`config.mk`:
```
export PLATFORM = sky130hd
export DESIGN_NAME = dclc_load_control
export DESIGN_NICKNAME = d
export VERILOG_FILES = /design/src/common/dclc_pkg.sv /design/src/common/dclc_chan_if.sv /design/src/verilog/dclc_channel.sv /design/src/verilog/dclc_load_control.sv
export SDC_FILE = /design/constraint.sdc
export NUM_CORES = 1
export LEC_CHECK = 0
export BUFFER_PORTS_ARGS = -buffer_cell sky130_fd_sc_hd__buf_2
export CORE_MARGIN = 1
export CORE_UTILIZATION = 60
export CTS_BUF_LIST = sky130_fd_sc_hd__clkbuf_8
export CTS_CLUSTER_DIAMETER = 120
export DETAILED_ROUTE_END_ITERATION = 8
export HOLD_SLACK_MARGIN = 0.02
export PLACE_DENSITY = 0.87
export SYNTH_ARGS = -nofsm -noshare
export SYNTH_HDL_FRONTEND = slang
export SYNTH_HIERARCHICAL = 1
export SYNTH_SLANG_ARGS = --single-unit
```
`constraint.sdc`:
```
create_clock -name clk -period 2.8 [get_ports clk]
set_input_delay 0.42 -clock clk [delete_from_list [all_inputs] [get_ports clk]]
set_output_delay 0.42 -clock clk [all_outputs]
set_load 0.02 [all_outputs]
```
`src/common/dclc_pkg.sv`:
```
// ********************************************************************
// constants of the dac channel load control
// ********************************************************************
package dclc_pkg;

  // geometry
  localparam int NUM_CH   = 4;
  localparam int CODE_W   = 16;
  localparam int WORD_W   = 24;

  // command word fields
  localparam int CMD_MSB  = 23;
  localparam int CMD_LSB  = 20;
  localparam int ADDR_MSB = 19;
  localparam int ADDR_LSB = 16;
  localparam int DATA_MSB = 15;
  localparam int DATA_LSB = 0;
  localparam int MASK_MSB = 3;
  localparam int REF_BIT  = 0;

  // command codes
  localparam logic [3:0] CMD_WR_INPUT = 4'h1;
  localparam logic [3:0] CMD_UPDATE   = 4'h2;
  localparam logic [3:0] CMD_WR_BOTH  = 4'h3;
  localparam logic [3:0] CMD_MASK     = 4'h5;
  localparam logic [3:0] CMD_SOFT_RST = 4'h6;
  localparam logic [3:0] CMD_REF      = 4'h7;

  // reset values
  localparam logic [15:0] CODE_ZERO    = 16'h0000;
  localparam logic [15:0] CODE_MID     = 16'h8000;
  localparam logic [3:0]  MASK_RST     = 4'h0;
  localparam logic        REF_CTRL_RST = 1'b0;

  // strobe counted as tied low after this long low
  localparam int CLK_PERIOD_NS  = 10;
  localparam int TIE_LOW_NS     = 1000;
  localparam int TIE_LOW_CYCLES = TIE_LOW_NS / CLK_PERIOD_NS;
  localparam int TIE_CNT_W      = 8;

  // sequencing states
  typedef enum logic [1:0] {
    ST_INIT = 2'b00,
    ST_RUN  = 2'b01,
    ST_HOLD = 2'b10
  } dclc_state_t;

endpackage : dclc_pkg

```
`src/common/dclc_chan_if.sv`:
```
`timescale 1ns/1ps
// ********************************************************************
// control path between load control and one channel
// ********************************************************************
interface dclc_chan_if;
  logic        wr_input;
  logic        wr_dac;
  logic        copy;
  logic        preset;
  logic [15:0] data;
  logic [15:0] preset_code;
  logic [15:0] input_code;
  logic [15:0] dac_code;

  modport ctrl (
    output wr_input, wr_dac, copy, preset, data, preset_code,
    input  input_code, dac_code
  );
  modport chan (
    input  wr_input, wr_dac, copy, preset, data, preset_code,
    output input_code, dac_code
  );
endinterface : dclc_chan_if

```
`src/verilog/dclc_channel.sv`:
```
`timescale 1ns/1ps
// ********************************************************************
// one channel: input register and dac register
// ********************************************************************
module dclc_channel
  import dclc_pkg::*;
(
  // clock and reset
  input wire logic clk,
  input wire logic arst_n,
  // control
  dclc_chan_if.chan ch
);

  // input register, preset beats a write
  always_ff @(posedge clk or negedge arst_n) begin
    if (!arst_n) begin
      ch.input_code <= CODE_ZERO;
    end else if (ch.preset) begin
      ch.input_code <= ch.preset_code;
    end else if (ch.wr_input) begin
      ch.input_code <= ch.data;
    end
  end

  // dac register, new data beats a copy of the old input value
  always_ff @(posedge clk or negedge arst_n) begin
    if (!arst_n) begin
      ch.dac_code <= CODE_ZERO;
    end else if (ch.preset) begin
      ch.dac_code <= ch.preset_code;
    end else if (ch.wr_dac) begin
      ch.dac_code <= ch.data;
    end else if (ch.copy) begin
      ch.dac_code <= ch.input_code;
    end
  end

endmodule : dclc_channel

```
`src/verilog/dclc_load_control.sv`:
```
`timescale 1ns/1ps
module dclc_load_control
  import dclc_pkg::*;
(
  // clock and power-on reset
  input  wire logic               clk,
  input  wire logic               arst_n,
  // pins
  input  wire logic               hw_reset_n,
  input  wire logic               reset_level_select,
  input  wire logic               load_strobe_n,
  // received command word, pulse on its last serial bit
  input  wire logic               cmd_valid,
  input  wire logic [WORD_W-1:0]  cmd_word,
  // state
  output logic [NUM_CH*CODE_W-1:0] dac_code,
  output logic [NUM_CH-1:0]        strobe_mask_out,
  output logic                     ref_enable,
  output logic                     initialised
);

  // ******************************************************************
  // declarations
  // ******************************************************************
  dclc_state_t            state;
  dclc_state_t            next_state;
  logic [NUM_CH-1:0]      strobe_mask;
  logic                   reference_control;
  logic                   strobe_prev;
  logic                   strobe_fall;
  logic [TIE_CNT_W-1:0]   tie_cnt;
  logic                   tied_low;
  logic                   run;
  logic                   hit;
  logic                   preset;
  logic                   soft_rst;
  logic [3:0]             op;
  logic [3:0]             addr;
  logic [CODE_W-1:0]      data;
  logic [CODE_W-1:0]      preset_code;
  logic [NUM_CH-1:0]      eff_low;
  logic [CODE_W-1:0]      in0;

  dclc_chan_if ch_if [NUM_CH] ();

  // ******************************************************************
  // command word split
  // ******************************************************************
  assign op   = cmd_word[CMD_MSB:CMD_LSB];
  assign addr = cmd_word[ADDR_MSB:ADDR_LSB];
  assign data = cmd_word[DATA_MSB:DATA_LSB];

  // ******************************************************************
  // reset sequencing
  // ******************************************************************
  // next state of the reset sequencer
  always_comb begin
    next_state = state;
    case (state)
      ST_INIT: begin
        if (hw_reset_n) next_state = ST_RUN;
      end
      ST_RUN: begin
        if (!hw_reset_n) next_state = ST_HOLD;
      end
      ST_HOLD: begin
        if (hw_reset_n) next_state = ST_RUN;
      end
      default: next_state = ST_INIT;
    endcase
  end

  // state register
  always_ff @(posedge clk or negedge arst_n) begin
    if (!arst_n) begin
      state <= ST_INIT;
    end else begin
      state <= next_state;
    end
  end

  assign run         = (state == ST_RUN);
  assign initialised = (state != ST_INIT);
  // commands refused while the reset pin is low
  assign hit         = run && hw_reset_n && cmd_valid;
  assign soft_rst    = hit && (op == CMD_SOFT_RST);
  // preset on leaving init, every cycle of a held reset, or by command
  assign preset      = (state == ST_INIT && hw_reset_n)
                     || (next_state == ST_HOLD)
                     || (state == ST_HOLD)
                     || soft_rst;
  assign preset_code = reset_level_select ? CODE_MID : CODE_ZERO;

  // ******************************************************************
  // strobe edge and tie-low detection
  // ******************************************************************
  // previous strobe level, parked high outside normal running
  always_ff @(posedge clk or negedge arst_n) begin
    if (!arst_n) begin
      strobe_prev <= 1'b1;
    end else if (!run) begin
      strobe_prev <= 1'b1;
    end else begin
      strobe_prev <= load_strobe_n;
    end
  end

  assign strobe_fall = run && strobe_prev && !load_strobe_n;

  // low-time counter, saturating
  always_ff @(posedge clk or negedge arst_n) begin
    if (!arst_n) begin
      tie_cnt <= '0;
    end else if (load_strobe_n) begin
      tie_cnt <= '0;
    end else if (!tied_low) begin
      tie_cnt <= tie_cnt + 1'b1;
    end
  end

  // tie-low state drops at once when the strobe goes high
  assign tied_low = !load_strobe_n
                  && (tie_cnt >= TIE_CNT_W'(TIE_LOW_CYCLES));

  // ******************************************************************
  // control registers
  // ******************************************************************
  // strobe mask
  always_ff @(posedge clk or negedge arst_n) begin
    if (!arst_n) begin
      strobe_mask <= MASK_RST;
    end else if (preset) begin
      strobe_mask <= MASK_RST;
    end else if (hit && op == CMD_MASK) begin
      strobe_mask <= data[MASK_MSB:0];
    end
  end

  // reference control, zero keeps the reference running
  always_ff @(posedge clk or negedge arst_n) begin
    if (!arst_n) begin
      reference_control <= REF_CTRL_RST;
    end else if (soft_rst) begin
      reference_control <= REF_CTRL_RST;
    end else if (hit && op == CMD_REF) begin
      reference_control <= data[REF_BIT];
    end
  end

  assign ref_enable      = !reference_control;
  assign strobe_mask_out = strobe_mask;

  // ******************************************************************
  // per-channel steering
  // ******************************************************************
  genvar gi;
  generate
    for (gi = 0; gi < NUM_CH; gi++) begin : g_ch
      // effective strobe level seen by this channel
      assign eff_low[gi] = tied_low
                         || (!load_strobe_n && !strobe_mask[gi]);

      assign ch_if[gi].wr_input = hit && addr[gi]
                                && (op == CMD_WR_INPUT
                                 || op == CMD_WR_BOTH);
      assign ch_if[gi].wr_dac   = hit && addr[gi]
                                && (op == CMD_WR_BOTH
                                 || (op == CMD_WR_INPUT
                                     && eff_low[gi]));
      assign ch_if[gi].copy     = (hit && addr[gi]
                                   && op == CMD_UPDATE)
                                || (strobe_fall
                                   && !strobe_mask[gi]);
      assign ch_if[gi].preset      = preset;
      assign ch_if[gi].data        = data;
      assign ch_if[gi].preset_code = preset_code;
      assign dac_code[gi*CODE_W +: CODE_W] = ch_if[gi].dac_code;

      dclc_channel u_channel (
        .clk    (clk),
        .arst_n (arst_n),
        .ch     (ch_if[gi])
      );

    end
  endgenerate

  assign in0 = ch_if[0].input_code;
endmodule : dclc_load_control

```
* Word-level counts from Yosys, hierarchy flattened
Index checks and enable logic that the tools add are counted.
** Word-level totals
- Output and inout bits :: 70
- Logic and storage cells :: 128
- Input port bits :: 30
- Register bits after elaboration :: 144
** Cells by class
- Reduce and logical (&&, ||, !) cells :: 72
- Add/sub/neg operators :: 1
- Multiplexer cells :: 31
- Equal/unequal tests :: 10
- $lt $le $gt $ge :: 1
** Operator list (count)
- $mux W16 :: 21
- $logic_and A1 B1 Y1 :: 37
- $logic_or A1 B1 Y1 :: 16
- $mux W8 :: 2
- $reduce_bool A2 Y1 :: 7
- $eq A4 B3 Y1 const B :: 3
- $reduce_bool A3 Y1 :: 4
- $add A8 B1 Y8 const B :: 1
- $eq A4 B2 Y1 const B :: 2
- $ge A8 B7 Y1 const B :: 1
- $mux W4 :: 2
- $logic_not A1 Y1 :: 6
- $eq A2 B2 Y1 const B :: 2
- $eq A4 B1 Y1 const B :: 1
- $mux W2 :: 2
- $pmux W2 S2 :: 1
- $mux W1 :: 3
- $eq A2 B1 Y1 const B :: 1
- $logic_not A2 Y1 :: 1
- $ne A2 B2 Y1 const B :: 1
- $reduce_or A2 Y1 :: 1

* Depth between registers and ports, before layout
- Depth in word-level cells :: 9
- Depth in mapped cells :: 10
- Gate-level depth less buffers :: 6

* Hierarchy
The synthesis kept the hierarchy.
** Modules (own cells, without submodules)
- dclc_channel :: instances 4, sequential area each 800.8 um^2, cells an instance 176, area an instance 1640.3 um^2
- dclc_load_control :: instances 1, sequential area each 401.6 um^2, cells an instance 116, area an instance 1089.8 um^2

* Least setup slack after synthesis
Ideal clock, no wire load.
- Kind :: input to register
- Start point :: in hw_reset_n
- End point :: reg g_ch[0].u_channel.ch.dac_code[15]
- Setup time :: 0.077 ns
- Buffers on the path :: 3
- Data arrival time :: 2.459 ns
- Data required time :: 2.723 ns
- Stages :: 7
- Path slack :: 0.264 ns
- Path through :: clkbuf_1 > nand3_1 > o31ai_1 > buf_2 > buf_1 > nand2_1 > a21oi_1
** On the way
- Longest elaborated chain between the ends :: 7
- Elaborated cells on any way between the ends :: 18
- Classes of those cells :: eq/ne (1); mux (5); reduce/logical (12)
** RTL lines
- start: declaration :: RTL line dclc_load_control.sv:9 : input wire logic hw_reset_n,
- $mux W2 (on tied branches) :: RTL line dclc_load_control.sv:61, dclc_load_control.sv:67, dclc_load_control.sv:64
- $pmux W2 S2 :: RTL line dclc_load_control.sv:59 : case (state)
- $eq A2 B2 Y1 :: RTL line dclc_load_control.sv:89 : || (next_state == ST_HOLD)
- $logic_or A1 B1 Y1 :: RTL line dclc_load_control.sv:89
- $logic_or A1 B1 Y1 :: RTL line dclc_load_control.sv:90 : || (state == ST_HOLD)
- $logic_or A1 B1 Y1 (*) :: RTL line dclc_load_control.sv:91 : || soft_rst;
- named net ch_if[0].preset :: RTL line dclc_chan_if.sv:9 : logic preset;
- $reduce_bool A3 Y1 (no line) or $mux W16 (tied branches)
- end signal: assignment :: RTL line dclc_channel.sv:31 : ch.dac_code <= ch.preset_code;
- end signal: assignment :: RTL line dclc_channel.sv:33 : ch.dac_code <= ch.data;
- end signal: assignment :: RTL line dclc_channel.sv:35 : ch.dac_code <= ch.input_code;
- end: declaration :: RTL line dclc_chan_if.sv:21 : output input_code, dac_code
Mark *: on every way through the listed nets, which the timed path passes. The rest lies on a longest branch.
A chain may end at the register's enable or synchronous reset.

* Worst setup path after layout
- Start point :: reg tie_cnt[3]
- End point :: reg g_ch[3].u_channel.ch.dac_code[2]
** On the way
- Longest elaborated chain between the ends :: 8
- Elaborated cells on any way between the ends :: 9
- Classes of those cells :: order compare (1); mux (2); reduce/logical (6)
** RTL lines
- start: declaration :: RTL line dclc_load_control.sv:31 : logic [TIE_CNT_W-1:0] tie_cnt;
- start signal: assignment :: RTL line dclc_load_control.sv:117 : tie_cnt <= tie_cnt + 1'b1;
- $ge A8 B7 Y1 (*) :: RTL line dclc_load_control.sv:123 : && (tie_cnt >= TIE_CNT_W'(TIE_LOW_CYCLES));
- $logic_and A1 B1 Y1 (*) :: RTL line dclc_load_control.sv:123
- $logic_or A1 B1 Y1 (*) :: RTL line dclc_load_control.sv:161 : || (!load_strobe_n && !strobe_mask[gi]);
- $logic_and A1 B1 Y1 (*) :: RTL line dclc_load_control.sv:169 : && eff_low[gi]));
- $logic_or A1 B1 Y1 (*) :: RTL line dclc_load_control.sv:168 : || (op == CMD_WR_INPUT
- $logic_and A1 B1 Y1 (*) :: RTL line dclc_load_control.sv:167 : && (op == CMD_WR_BOTH
- named net ch_if[3].wr_dac :: RTL line dclc_chan_if.sv:7 : logic wr_dac;
- $mux W16 :: RTL line dclc_channel.sv:32 : end else if (ch.wr_dac) begin
- $mux W16 :: RTL line dclc_channel.sv:30 : end else if (ch.preset) begin
- end signal: assignment :: RTL line dclc_channel.sv:31
- end signal: assignment :: RTL line dclc_channel.sv:33
- end signal: assignment :: RTL line dclc_channel.sv:35
- end: declaration :: RTL line dclc_chan_if.sv:21
Marks and branches as above.

==> reports/results.ini <==
[run_status]
status = finished, final reports clean

[layout]
fin_nets = 994
syn_to_final_growth_pct = 17.0
diodes = 0
n_fill_cell = 926
final_core_util = 0.733
drive_above_1_share = 0.217

[global_route]
grt_pass1_wl_um = 31700
grt_overflow_total = 0
antenna_found_initial = 0
grt_max_degree = 73
grt_use_total = 0.320
first_global_vias = 6155

[power_and_ir_drop]
cell_internal_pwr_mw = 3.97
leakagePower_nw = 4.23
p_per_area_mw_per_mm2 = 677
p_sw_frac = 0.344
power.share.sequential = 0.453
max-vdd-ir-drop_mv = 0.462
clock_power_share = 0.270
combPwrFrac = 0.277
power_switching_mw = 2.09

[cts]
cts_htree_levels = 4
root_buffer = clkbuf_8
postCtsHoldBufs = 1
cts_resized = 0
cts_tree = done
postCtsSetupRepairBufs = 0
clkTransAtPathRegs_ns = 0.08
cts_sinks = 144
cts_buffers = 17
clock_path_buffers = 2
insertion_delay_ns = 0.45

[floorplan]
die_h_um = 115
dieArea_mm2 = 0.0132
die_width_um = 115
floorplan.initialDensity = 0.627
core_area_mm2 = 0.0122
rows = 40
io_pins = 100

[sta]
worst_slack_ns = 0.239
hold_ws_ns = 0.254
tns_ns = 0
layout_min_cycle_time_ns = 2.56
slew_headroom = 0.471
fmax_ghz = 0.390
worstMarginPinSlew_ns = 0.794
rsz0062_at_grt = no
skew_ns = 0.00990
finalCritPeriodShare = 0.915
finalHoldViolCount = 0
setup_viol = 0
drv_slew = 0

[synth]
yosys_register_bits = 144
synth_top_family_by_area = compound AO/OA/AOI/OAI gates
synth_flop_cell = dfrtp_1
yosys-top-cells-area = dfrtp_1 47%, mux2i_1 8.5%, a221o_1 7.8%
synthesis.area_mm2 = 0.00765
synthArstFlopShare = 1.00
synth-edff-count = 0
yosysWarnings = 6
synth_adder_area_share = 0.00327
synthMuxAreaShare = 0.0865
synth_compound_area_frac = 0.203
synth_top_area_cell = dfrtp_1
synth_area_per_cell_um2 = 9.33
synth-seq-area-share = 0.471
synth_simple_gate_area_frac = 0.149
netlist_instances = 820
yosysTopAreaCellShare = 0.468
synthDistinctLibCells = 52
ys_top_cells_by_count = 143 x dfrtp_1, 89 x nor2_1, 74 x inv_1, 73 x nand2_1, 68 x o21ai_0
synth-xor-area-share = 0.00114
yosysMostFrequentCell = dfrtp_1

[placed_design]
dp_slack_ns = 0.283
routabilityCongestion = 0.869
io_buffers = 99
dp_hpwl_um = 12900

[drt]
totalWireLength_um = 20000
drcViolationCount = 0
drt_iter0_markers = 644
wire_per_inst_um = 17.5
drtPass1Iterations = 6
vias = 6560
via_per_inst = 5.74
ant_nets = 0

[worst_setup_path]
cp.required_ns = 3.13
path_class = register to register
arrival_ns = 2.89
critPathMaxFanout = 16
start_kind = register
r2r_setup_slack_ns = 0.24
critPathCaptureType = register

[run]
maxCapViolCount = 0

[hold_path]
min_path_type = primary input to register

## kinds of logic after synthesis
| family | after synthesis |
|---|---|
| XOR/XNOR | 1 |
| adder cells (fa/ha/maj) | 2 |
| AO/OA/AOI/OAI | 228 |
| flip-flops | 144 |
| AND/OR/NAND/NOR | 239 |
| other | 1 |
| buffers and inverters | 139 |
| multiplexers | 66 |
## per-layer routing
metal,up-vias,global-route usage,part of all wire
met1,3169,0.426,0.42
met4,0,0.146,0.034
li1,3073,-,-
met5,-,0,0
met2,260,0.518,0.48
met3,58,0.0532,0.063
## power groups by stage
stage	clock (mW)	combinational (mW)	sequential, mW
finish	1.64	1.68	2.75
global route	1.75	1.85	2.79
CTS	1.66	1.66	2.74
detailed placement	0	1.64	2.78
global placement	0	1.59	2.76
floorplan	0	0.845	3.00
## final cells by class
class	instances	area (um2)	share of cell area
Clock buffer	22	303	0.0338
Inverter	74	278	0.0310
Sequential cell	144	3600	0.403
Tap cell	168	210	0.0235
Timing Repair Buffer	129	779	0.0871
Multi-Input combinational cell	596	3680	0.411
Clock inverter	10	93.8	0.0105
## final timing paths
| kind | start | end | depth (start not counted) |
|---|---|---|---|
| max in group asynchronous | arst_n | strobe_prev | 3 |
| setup / recovery | tie_cnt[3] | g_ch[3].u_channel/ch.dac_code[2] | 8 |
| min in group asynchronous | arst_n | g_ch[1].u_channel/ch.input_code[0] | 2 |
| hold reg to reg | tie_cnt[6] | tie_cnt[6] | 1 |
| hold / removal | hw_reset_n | state[1] | 2 |
| setup reg to reg | tie_cnt[3] | g_ch[3].u_channel/ch.dac_code[2] | 8 |
## sequential cells by signal, summed over array words and instances (netlist names)
signal                        cells
g_ch.u_channel/ch.dac_code       64
g_ch.u_channel/ch.input_code     64
reference_control                 1
state                             2
strobe_mask_out                   4
strobe_prev                       1
tie_cnt                           8
## critical path: stages, from the launching register on
cell,delay [ns]
dfrtp_1,0.44
or3_1,0.42
a211oi_2,0.47
buf_4,0.23
a211oi_4,0.08
or3_1,0.36
buf_4,0.23
nor2_1,0.15
a21oi_1,0.06
## layout by cell type, fill, tap and decap left out, types with 7 or more instances in the layout
cell type  synthesis  routed
dfrtp_1          143     143
buf_2             21      98
nor2_1            89      88
inv_1             74      79
nand2_1           73      73
o21ai_0           68      68
a21oi_1           67      67
mux2i_1           65      65
conb_1             1      60
a221o_1           60      60
nor2_2            40      41
buf_4              8      25
clkbuf_8           0      22
and2_1             7       7
## stage by stage
| stage | std cells | total power [mW] | cell area (um2) |
|---|---|---|---|
| floorplan | 879 | 3.84 | 7870 |
| global placement | 1110 | 4.35 | 8540 |
| detailed placement | 1110 | 4.42 | 8540 |
| CTS | 1143 | 6.06 | 8950 |
| global route | 1143 | 6.39 | 8950 |
| finish | 1143 | 6.06 | 8950 |
(Power assumes the default switching activity.)
